File: src/verilog/t2crb_pkg.sv
package t2crb_pkg;

  localparam int          ADDR_W         = 12;
  localparam int          DATA_W         = 32;

  // register indices; byte address is four times the index
  localparam logic [7:0]  IDX_CONTROL    = 8'hC8;
  localparam logic [7:0]  IDX_MODE       = 8'hC9;
  localparam logic [7:0]  IDX_RCAP_LOW   = 8'hCA;
  localparam logic [7:0]  IDX_RCAP_HIGH  = 8'hCB;
  localparam logic [7:0]  IDX_CNT_LOW    = 8'hCC;
  localparam logic [7:0]  IDX_CNT_HIGH   = 8'hCD;

  localparam int          MODE_CLK_OUT_BIT = 1;
  localparam int          MODE_CLK_OPT_BIT = 4;

  localparam logic [7:0]  CONTROL_RESET  = 8'h00;
  localparam logic [7:0]  MODE_RESET     = 8'h00;
  localparam logic [7:0]  RCAP_RESET     = 8'h00;
  localparam logic [15:0] COUNT_RESET    = 16'h0000;
  localparam logic [15:0] COUNT_ALL_ONES = 16'hFFFF;

  localparam int          PERIPH_DIV_6T  = 6;
  localparam int          PERIPH_DIV_12T = 12;
  localparam int          FAST_DIV_6T    = 1;
  localparam int          FAST_DIV_12T   = 2;

  localparam logic [1:0]  RESP_OKAY      = 2'h0;
  localparam logic [1:0]  RESP_SLVERR    = 2'h2;

  typedef struct packed {
    logic overflow_flag;
    logic external_flag;
    logic receive_clock_select;
    logic transmit_clock_select;
    logic external_enable;
    logic run_control;
    logic counter_timer_select;
    logic capture_reload_select;
  } t2crb_control_type;

  typedef enum logic [1:0] {
    MODE_CAPTURE,
    MODE_RELOAD,
    MODE_BAUD,
    MODE_CLKOUT
  } t2crb_mode_type;

endpackage : t2crb_pkg

File: src/verilog/t2crb_timer.sv
// The AXI4-Lite register port is this design's own decision.
`timescale 1ns/1ps
`default_nettype none
module t2crb_timer #(
  parameter int PERIPH_DIV_6T_P  = t2crb_pkg::PERIPH_DIV_6T,
  parameter int PERIPH_DIV_12T_P = t2crb_pkg::PERIPH_DIV_12T
) (
  input  wire logic                          aclk,
  input  wire logic                          aresetn,
  input  wire logic [t2crb_pkg::ADDR_W-1:0]  s_axi_awaddr,
  input  wire logic                          s_axi_awvalid,
  output logic                               s_axi_awready,
  input  wire logic [t2crb_pkg::DATA_W-1:0]  s_axi_wdata,
  input  wire logic [3:0]                    s_axi_wstrb,
  input  wire logic                          s_axi_wvalid,
  output logic                               s_axi_wready,
  output logic [1:0]                         s_axi_bresp,
  output logic                               s_axi_bvalid,
  input  wire logic                          s_axi_bready,
  input  wire logic [t2crb_pkg::ADDR_W-1:0]  s_axi_araddr,
  input  wire logic                          s_axi_arvalid,
  output logic                               s_axi_arready,
  output logic [t2crb_pkg::DATA_W-1:0]       s_axi_rdata,
  output logic [1:0]                         s_axi_rresp,
  output logic                               s_axi_rvalid,
  input  wire logic                          s_axi_rready,
  input  wire logic                          count_clock_pin_in,
  output logic                               count_clock_pin_out,
  output logic                               count_clock_pin_oe,
  input  wire logic                          trigger_pin_in,
  output logic                               uart_tx_clock_tick,
  output logic                               uart_rx_clock_tick,
  output logic                               timer_irq
);

  function automatic logic reg_hit(input logic [t2crb_pkg::ADDR_W-1:0] addr,
                                   input logic [7:0] idx);
    reg_hit = (addr[t2crb_pkg::ADDR_W-1:2] == {2'h0, idx});
  endfunction : reg_hit

  t2crb_pkg::t2crb_control_type   ctrl_reg;
  t2crb_pkg::t2crb_mode_type      mode;
  logic [7:0]                     mode_reg;
  logic [7:0]                     rcap_low_reg;
  logic [7:0]                     rcap_high_reg;
  logic [15:0]                    count_reg;
  logic                           clk_out_reg;
  logic [3:0]                     presc_reg;
  logic [3:0]                     presc_div;
  logic                           tick;
  logic                           cnt_inc;
  logic                           overflow;
  logic                           clock_out_enable;
  logic                           clock_mode_option;
  logic                           fast_mode;
  logic [1:0]                     pin_sync1_reg;
  logic [1:0]                     pin_sync2_reg;
  logic [1:0]                     pin_sync3_reg;
  logic [1:0]                     pin_fall;
  logic                           trig_fall;
  logic                           count_fall;
  logic                           aw_full_reg;
  logic                           w_full_reg;
  logic [t2crb_pkg::ADDR_W-1:0]   wr_addr_reg;
  logic [7:0]                     wr_data_reg;
  logic                           wr_lane0_reg;
  logic                           bvalid_reg;
  logic [1:0]                     bresp_reg;
  logic                           rvalid_reg;
  logic [1:0]                     rresp_reg;
  logic [7:0]                     rdata_reg;
  logic                           wr_fire;
  logic                           wr_mapped;
  logic                           wr_ctrl;
  logic                           wr_mode;
  logic                           wr_rcap_low;
  logic                           wr_rcap_high;
  logic                           wr_cnt_low;
  logic                           wr_cnt_high;
  logic                           ovf_set;
  logic                           ext_set;
  logic                           uart_tx_reg;
  logic                           uart_rx_reg;

  assign clock_out_enable  = mode_reg[t2crb_pkg::MODE_CLK_OUT_BIT];
  assign clock_mode_option = mode_reg[t2crb_pkg::MODE_CLK_OPT_BIT];

  // clock-out beats the serial selects unless capture_reload_select is set, so the pin never floats mid-frame
  always_comb begin
    if (clock_out_enable && !ctrl_reg.capture_reload_select) begin
      mode = t2crb_pkg::MODE_CLKOUT;
    end else if (ctrl_reg.receive_clock_select || ctrl_reg.transmit_clock_select) begin
      mode = t2crb_pkg::MODE_BAUD;
    end else if (ctrl_reg.capture_reload_select) begin
      mode = t2crb_pkg::MODE_CAPTURE;
    end else begin
      mode = t2crb_pkg::MODE_RELOAD;
    end
  end

  // pin synchronisers: index 0 count pin, index 1 trigger pin
  genvar gi;
  generate
    for (gi = 0; gi < 2; gi++) begin : g_pin_sync
      always_ff @(posedge aclk) begin
        if (!aresetn) begin
          pin_sync1_reg[gi] <= 1'b1;
          pin_sync2_reg[gi] <= 1'b1;
          pin_sync3_reg[gi] <= 1'b1;
        end else begin
          pin_sync1_reg[gi] <= (gi == 0) ? count_clock_pin_in : trigger_pin_in;
          pin_sync2_reg[gi] <= pin_sync1_reg[gi];
          pin_sync3_reg[gi] <= pin_sync2_reg[gi];
        end
      end
      assign pin_fall[gi] = pin_sync3_reg[gi] && !pin_sync2_reg[gi];
    end
  endgenerate

  assign trig_fall  = pin_fall[1] && ctrl_reg.external_enable;
  // count pin edges are ignored in clock-out mode, where the pin is an output unless counter_timer_select is set
  assign count_fall = pin_fall[0] && (mode != t2crb_pkg::MODE_CLKOUT);

  // baud and clock-out modes count at the fast rate, the others at the peripheral rate
  assign fast_mode = (mode == t2crb_pkg::MODE_BAUD) || (mode == t2crb_pkg::MODE_CLKOUT);

  always_comb begin
    if (fast_mode) begin
      presc_div = clock_mode_option ? 4'(t2crb_pkg::FAST_DIV_12T)
                                    : 4'(t2crb_pkg::FAST_DIV_6T);
    end else begin
      presc_div = clock_mode_option ? 4'(PERIPH_DIV_12T_P) : 4'(PERIPH_DIV_6T_P);
    end
  end

  assign tick = (presc_reg >= presc_div - 4'h1);

  always_ff @(posedge aclk) begin
    if (!aresetn) begin
      presc_reg <= 4'h0;
    end else if (tick) begin
      presc_reg <= 4'h0;
    end else begin
      presc_reg <= presc_reg + 4'h1;
    end
  end

  assign cnt_inc  = ctrl_reg.run_control
                    && (ctrl_reg.counter_timer_select ? count_fall : tick);
  assign overflow = cnt_inc && (count_reg == t2crb_pkg::COUNT_ALL_ONES);

  assign ovf_set  = overflow && ((mode == t2crb_pkg::MODE_CAPTURE)
                    || (mode == t2crb_pkg::MODE_RELOAD));
  assign ext_set  = trig_fall;

  // counter; a software byte write wins over counting in the same cycle
  always_ff @(posedge aclk) begin
    if (!aresetn) begin
      count_reg <= t2crb_pkg::COUNT_RESET;
    end else if (wr_cnt_low || wr_cnt_high) begin
      if (wr_cnt_low) begin
        count_reg[7:0] <= wr_data_reg;
      end
      if (wr_cnt_high) begin
        count_reg[15:8] <= wr_data_reg;
      end
    end else if (mode == t2crb_pkg::MODE_RELOAD && trig_fall) begin
      count_reg <= {rcap_high_reg, rcap_low_reg};
    end else if (overflow && mode != t2crb_pkg::MODE_CAPTURE) begin
      count_reg <= {rcap_high_reg, rcap_low_reg};
    end else if (cnt_inc) begin
      count_reg <= count_reg + 16'h0001;
    end
  end

  // capture bytes double as reload bytes outside capture mode
  always_ff @(posedge aclk) begin
    if (!aresetn) begin
      rcap_low_reg  <= t2crb_pkg::RCAP_RESET;
      rcap_high_reg <= t2crb_pkg::RCAP_RESET;
    end else if (mode == t2crb_pkg::MODE_CAPTURE && trig_fall) begin
      rcap_low_reg  <= count_reg[7:0];
      rcap_high_reg <= count_reg[15:8];
    end else begin
      if (wr_rcap_low) begin
        rcap_low_reg <= wr_data_reg;
      end
      if (wr_rcap_high) begin
        rcap_high_reg <= wr_data_reg;
      end
    end
  end

  // flags: a hardware set in the clearing cycle wins
  always_ff @(posedge aclk) begin
    if (!aresetn) begin
      ctrl_reg <= t2crb_pkg::t2crb_control_type'(t2crb_pkg::CONTROL_RESET);
    end else begin
      if (wr_ctrl) begin
        ctrl_reg <= t2crb_pkg::t2crb_control_type'(wr_data_reg);
      end
      if (ovf_set) begin
        ctrl_reg.overflow_flag <= 1'b1;
      end
      if (ext_set) begin
        ctrl_reg.external_flag <= 1'b1;
      end
    end
  end

  always_ff @(posedge aclk) begin
    if (!aresetn) begin
      mode_reg <= t2crb_pkg::MODE_RESET;
    end else if (wr_mode) begin
      mode_reg <= wr_data_reg;
    end
  end

  // each overflow toggles, so high and low phases span the same count
  always_ff @(posedge aclk) begin
    if (!aresetn) begin
      clk_out_reg <= 1'b0;
    end else if (mode == t2crb_pkg::MODE_CLKOUT && overflow) begin
      clk_out_reg <= !clk_out_reg;
    end
  end

  assign count_clock_pin_out = clk_out_reg;
  assign count_clock_pin_oe  = clock_out_enable && !ctrl_reg.counter_timer_select;

  always_ff @(posedge aclk) begin
    if (!aresetn) begin
      uart_tx_reg <= 1'b0;
      uart_rx_reg <= 1'b0;
    end else begin
      uart_tx_reg <= overflow && ctrl_reg.transmit_clock_select;
      uart_rx_reg <= overflow && ctrl_reg.receive_clock_select;
    end
  end

  assign uart_tx_clock_tick = uart_tx_reg;
  assign uart_rx_clock_tick = uart_rx_reg;
  assign timer_irq          = ctrl_reg.overflow_flag || ctrl_reg.external_flag;

  // AXI4-Lite write: address and data held independently until both arrive
  assign s_axi_awready = !aw_full_reg;
  assign s_axi_wready  = !w_full_reg;
  assign wr_fire       = aw_full_reg && w_full_reg && !bvalid_reg;
  assign wr_mapped     = reg_hit(wr_addr_reg, t2crb_pkg::IDX_CONTROL)
                         || reg_hit(wr_addr_reg, t2crb_pkg::IDX_MODE)
                         || reg_hit(wr_addr_reg, t2crb_pkg::IDX_RCAP_LOW)
                         || reg_hit(wr_addr_reg, t2crb_pkg::IDX_RCAP_HIGH)
                         || reg_hit(wr_addr_reg, t2crb_pkg::IDX_CNT_LOW)
                         || reg_hit(wr_addr_reg, t2crb_pkg::IDX_CNT_HIGH);
  assign wr_ctrl       = wr_fire && wr_lane0_reg && reg_hit(wr_addr_reg, t2crb_pkg::IDX_CONTROL);
  assign wr_mode       = wr_fire && wr_lane0_reg && reg_hit(wr_addr_reg, t2crb_pkg::IDX_MODE);
  assign wr_rcap_low   = wr_fire && wr_lane0_reg
                         && reg_hit(wr_addr_reg, t2crb_pkg::IDX_RCAP_LOW);
  assign wr_rcap_high  = wr_fire && wr_lane0_reg
                         && reg_hit(wr_addr_reg, t2crb_pkg::IDX_RCAP_HIGH);
  assign wr_cnt_low    = wr_fire && wr_lane0_reg && reg_hit(wr_addr_reg, t2crb_pkg::IDX_CNT_LOW);
  assign wr_cnt_high   = wr_fire && wr_lane0_reg
                         && reg_hit(wr_addr_reg, t2crb_pkg::IDX_CNT_HIGH);

  always_ff @(posedge aclk) begin
    if (!aresetn) begin
      aw_full_reg <= 1'b0;
      wr_addr_reg <= '0;
    end else if (s_axi_awvalid && !aw_full_reg) begin
      aw_full_reg <= 1'b1;
      wr_addr_reg <= s_axi_awaddr;
    end else if (wr_fire) begin
      aw_full_reg <= 1'b0;
    end
  end

  always_ff @(posedge aclk) begin
    if (!aresetn) begin
      w_full_reg   <= 1'b0;
      wr_data_reg  <= 8'h00;
      wr_lane0_reg <= 1'b0;
    end else if (s_axi_wvalid && !w_full_reg) begin
      w_full_reg   <= 1'b1;
      wr_data_reg  <= s_axi_wdata[7:0];
      wr_lane0_reg <= s_axi_wstrb[0];
    end else if (wr_fire) begin
      w_full_reg <= 1'b0;
    end
  end

  always_ff @(posedge aclk) begin
    if (!aresetn) begin
      bvalid_reg <= 1'b0;
      bresp_reg  <= t2crb_pkg::RESP_OKAY;
    end else if (wr_fire) begin
      bvalid_reg <= 1'b1;
      bresp_reg  <= wr_mapped ? t2crb_pkg::RESP_OKAY : t2crb_pkg::RESP_SLVERR;
    end else if (s_axi_bready) begin
      bvalid_reg <= 1'b0;
    end
  end

  assign s_axi_bvalid = bvalid_reg;
  assign s_axi_bresp  = bresp_reg;

  // AXI4-Lite read: one outstanding, data latched at the address handshake
  assign s_axi_arready = !rvalid_reg;

  always_ff @(posedge aclk) begin
    if (!aresetn) begin
      rvalid_reg <= 1'b0;
      rresp_reg  <= t2crb_pkg::RESP_OKAY;
      rdata_reg  <= 8'h00;
    end else if (s_axi_arvalid && !rvalid_reg) begin
      rvalid_reg <= 1'b1;
      rresp_reg  <= t2crb_pkg::RESP_OKAY;
      if (reg_hit(s_axi_araddr, t2crb_pkg::IDX_CONTROL)) begin
        rdata_reg <= ctrl_reg;
      end else if (reg_hit(s_axi_araddr, t2crb_pkg::IDX_MODE)) begin
        rdata_reg <= mode_reg;
      end else if (reg_hit(s_axi_araddr, t2crb_pkg::IDX_RCAP_LOW)) begin
        rdata_reg <= rcap_low_reg;
      end else if (reg_hit(s_axi_araddr, t2crb_pkg::IDX_RCAP_HIGH)) begin
        rdata_reg <= rcap_high_reg;
      end else if (reg_hit(s_axi_araddr, t2crb_pkg::IDX_CNT_LOW)) begin
        rdata_reg <= count_reg[7:0];
      end else if (reg_hit(s_axi_araddr, t2crb_pkg::IDX_CNT_HIGH)) begin
        rdata_reg <= count_reg[15:8];
      end else begin
        rdata_reg <= 8'h00;
        rresp_reg <= t2crb_pkg::RESP_SLVERR;
      end
    end else if (s_axi_rready) begin
      rvalid_reg <= 1'b0;
    end
  end

  assign s_axi_rvalid = rvalid_reg;
  assign s_axi_rresp  = rresp_reg;
  assign s_axi_rdata  = {24'h000000, rdata_reg};
endmodule : t2crb_timer
`default_nettype wire

File: config.mk
export PLATFORM = sky130hd
export DESIGN_NAME = t2crb_timer
export DESIGN_NICKNAME = d
export VERILOG_FILES = /design/src/verilog/t2crb_pkg.sv /design/src/verilog/t2crb_timer.sv
export SDC_FILE = /design/constraint.sdc
export NUM_CORES = 1
export LEC_CHECK = 0
export ABC_CLOCK_PERIOD_IN_PS = 7360
export BUFFER_PORTS_ARGS = -buffer_cell sky130_fd_sc_hd__clkbuf_2
export CORE_ASPECT_RATIO = 1.1
export CORE_MARGIN = 4
export CORE_UTILIZATION = 60
export CTS_BUF_LIST = sky130_fd_sc_hd__clkbuf_2 sky130_fd_sc_hd__clkbuf_4 sky130_fd_sc_hd__clkbuf_8
export CTS_CLUSTER_SIZE = 25
export DETAILED_ROUTE_END_ITERATION = 10
export GPL_TIMING_DRIVEN = 0
export PLACE_DENSITY = 0.87
export SLEW_MARGIN = 20
export SYNTH_ARGS = -nofsm -noshare
export SYNTH_HDL_FRONTEND = slang
export SYNTH_SLANG_ARGS = --single-unit
File: constraint.sdc
create_clock -name aclk -period 7.36 [get_ports aclk]
set_input_delay 1.84 -clock aclk [delete_from_list [all_inputs] [get_ports aclk]]
set_output_delay 1.84 -clock aclk [all_outputs]
set_load 0.1 [all_outputs]
==> run summary <==
The logs give 5.52 ns for the critical path required time and 0.38 ns for the source-to-sink clock delay at the later pin of the worst-skew pair. For the number of DRC violations after detailed routing, the log shows 0. In the routed layout, each cell is associated on average with a via count of 5.974.

Buffers placed on the I/O ports in this run total 55. Kind of critical path: reg -> out. 0 antenna diodes ended up in the layout. The worst path buffer plus inverter count came out at 2. VDD sags by at most 0.1492 mV. The floorplan step set the die height to 105.4 um. The proportion of register bits with asynchronous set or reset after synthesis came out at 0.

The final count of negative-setup-slack endpoints is 0. The tools report the worst slew margin relative to its limit as 0.4087. For the leakage power of the design, the log shows 0.002266 uW.

Walking the worst path, the cells encountered are clkinv_1 > clkbuf_2. The tools report the sort of element at the start of the critical path as a flip-flop. The clock sink count is 94, and the flip-flop count of the largest register, all copies and words added is 16.

The net count of the finished layout is 774. Setup repair after global routing left no endpoint under its margin. The slowest stage of the critical path belongs to the cell clkbuf_2. Final number of hold-violating endpoints: 0. The total global-route track usage was 0.3018.

Hold repair after CTS inserted 0 buffers. Once layout is complete, the cells apart from fillers number 815. For the number of distinct library cells after synthesis, the log shows 67. Dividing the detail-routed wire length by the instance count gives 18.29 um. For the worst setup path, the data arrival time is 1.47 ns. The largest delay contributor family on the critical path was buffers and inverters.

The measured slew at the worst slew-check pin works out to 0.8788 ns. The portion of the clock cycle consumed by the worst path in the final layout was 0.4497. The run gives 23.74 mm as the wire length of the first global-routing pass. Layout cell share with drive strength beyond 1: 0.1960. The count of nets left with antenna violations once routing finished came out at 0. The synthesized netlist occupies a cell area of 5172 um2. The tools report the total placed cells including tap cells as 799. In this run the count of I/O pins placed on the die edge is 115. The logs give 7 for the first-pass detailed-route iteration total and 18 for the maximum number of pins on one net before global-route repair. After clock tree synthesis, the clock-pin slew on the worst setup and hold paths is 0.10 ns. The setup total negative slack is 0 ns, and the number of warnings printed during yosys synthesis is 0. Once the clock tree was built, the resizer swapped 0 gates to a different size. Across all layers, the routed design uses 4,869 vias. The final estimated routing congestion in global placement was 0.9590. TritonCTS built the clock tree. The number of flops mapped to enable cells by yosys came out at 0. The flow ran to the end, and the final reports show no timing, DRC or antenna violations. The clock arrives with 0.007758 ns of skew. The final critical delay including setup and external delays came out at 3.310 ns. For the final core area utilization, the log shows 0.6999.

The run gives 0 as the number of antenna violations at the first check in global routing. The total die area was 10,170 um2. The power density over the cells was 182.5 nW/um2; the relative area change from synthesis to final layout was 13.76%. Summed over all layers, the global routing overflow is 0. The clock tree synthesis step divided the H-tree into 3 levels.

The worst min-delay path category is reg -> reg. In this design, the stage delay of the slowest critical-path cell is 0.46 ns. The number of slew-limit violations in the final report was 0; the placeable core region was 8408 um2.

The number of buffers added for setup after CTS was 0; the half-perimeter wire length after placement was 10.99 mm. The maximum count of clock buffers along a single path was 2; the number of maximum-capacitance constraint violations was 0. For the number of global-route vias before repair, the log shows 4,675. A synthesized cell averages 8.507 um2.

The post-synthesis register bit count came out at 94. The row count was 35; the maximum fanout along the worst path was 9. Routed wire length: 14.90 mm. For this run, the leading register cell type out of synthesis is dfxtp_1. TritonCTS created 9 clock buffers. The worst setup path is captured at an output pin. Static timing analysis puts the maximum clock frequency at 302.2 MHz. Portion of the post-synthesis area used by sequential elements: 0.3638. The buffer cell driving the clock tree root is clkbuf_8. After the first detailed-routing iteration, the DRC count stood at 458. The die is 96.53 um wide. The initial core utilization was 0.6152; the synthesized netlist cell count was 608.
==> cell type report <==
type	instances	area, um2
fill	708	2524
multi-input combinational	460	2930
clock inverter	7	80.08
inverter	11	41.29
tap	111	138.9
buffer	68	412.9
clock buffer	9	123.9
timing repair buffer	55	275.3
sequential	94	1882
==> cell usage after synthesis, drive strengths merged, types with 2 or more instances <==
master | number | area [um2]
and4 | 5 | 48.80
o2bb2ai | 9 | 78.83
o221ai | 8 | 70.07
and2b | 2 | 15.01
nand2 | 91 | 349.1
nor3b | 4 | 30.03
o32ai | 3 | 48.80
nor2 | 33 | 131.4
a211oi | 3 | 22.52
nand3 | 11 | 80.07
o21ai | 27 | 135.1
nor4 | 7 | 80.07
o31ai | 2 | 20.02
a21oi | 66 | 334.1
a221oi | 2 | 17.52
a22oi | 4 | 30.03
dfxtp | 94 | 1882
buf | 40 | 305.3
inv | 9 | 33.78
mux2i | 51 | 510.5
nand4 | 14 | 93.84
clkbuf | 28 | 107.6
and2 | 2 | 12.51
nand3b | 3 | 22.52
o211ai | 11 | 82.58
or2 | 4 | 27.53
and3 | 7 | 43.79
xnor2 | 9 | 78.83
xor2 | 7 | 61.31
ha | 6 | 75.07
nand2b | 9 | 56.30
clkinv | 2 | 7.510
and3b | 3 | 26.28
or3 | 4 | 30.03
a31oi | 8 | 56.30
nor3 | 4 | 31.28
nor2b | 6 | 40.04
nand4b | 2 | 17.52
==> layer usage <==
metal | up-vias | track usage | share of wire
li1 | 2297 | - | -
met1 | 2274 | 0.3958 | 0.40
met2 | 246 | 0.4635 | 0.47
met3 | 52 | 0.06281 | 0.086
met4 | 0 | 0.1533 | 0.044
met5 | - | 0 | 0
==> layout by cell type (no fill, tap or decap), types with 4 or more instances in the layout <==
cell and count:
nor2b_1 5, nand2_1 90, nor2_1 32, a22oi_1 4, clkbuf_8 9, nand2b_1 9, dfxtp_1 94, o2bb2ai_1 9
buf_4 29, a21oi_1 65, nand3_1 9, nor4_1 4, a31oi_1 7, clkbuf_1 26, xnor2_1 9, o211ai_1 11
o21ai_0 26, clkbuf_2 57, mux2i_1 51, ha_1 6, buf_2 6, o221ai_1 8, and3_1 7, conb_1 26
nor3b_1 4, xor2_1 7, inv_1 8, nand4_1 13
==> path summary, 6_finish.rpt <==
check	from	endpoint	slack, ns	depth (start not counted)
worst max-delay path	s_axi_rvalid$_SDFFE_PN0P_	s_axi_arready	4.05	2
worst min-delay path	pin_sync1_reg[0]$_SDFF_PN1_	pin_sync2_reg[0]$_SDFF_PN1_	0.43	1
worst max register to register	mode_reg[1]$_SDFFE_PN0P_	count_reg[4]$_SDFFE_PN0P_	4.14	11
worst min register to register	pin_sync1_reg[0]$_SDFF_PN1_	pin_sync2_reg[0]$_SDFF_PN1_	0.43	1
==> cells by family (layout without fill, tap and decap cells) <==
family | after synthesis | after routing | share of synthesized area
fa+ha+maj | 6 | 6 | 0.01451
flops | 94 | 94 | 0.3638
compound gates | 148 | 148 | 0.1843
buf+inv | 79 | 150 | 0.08781
simple gates | 213 | 213 | 0.2230
xor+xnor | 16 | 16 | 0.02709
mux | 51 | 51 | 0.09869
other cells | 1 | 26 | 0.0007250
==> power by group <==
group / switching [uW] / total (uW) / leakage [uW] / internal [uW]
clock: 206 / 369 / 0.000103 / 163
sequential: 19.1 / 540 / 0.000763 / 521
combinational: 125 / 164 / 0.00140 / 39.7
total: 350 / 1070 / 0.00227 / 724
==> stage by stage <==
stage          total power, uW  cell area (um2)  worst slack, ns  hold slack (ns)
2_1_floorplan            679.7             5266            3.478           0.3863
3_3_place_gp             709.8             5680            3.764           0.3939
3_5_place_dp             713.7             5680            3.688           0.4062
4_1_cts                   1069             5884            4.042           0.4299
5_1_grt                   1108             5884            3.874           0.4489
6_report                  1074             5884            4.050           0.4261
Note: power is estimated with default switching activity, not from simulation.
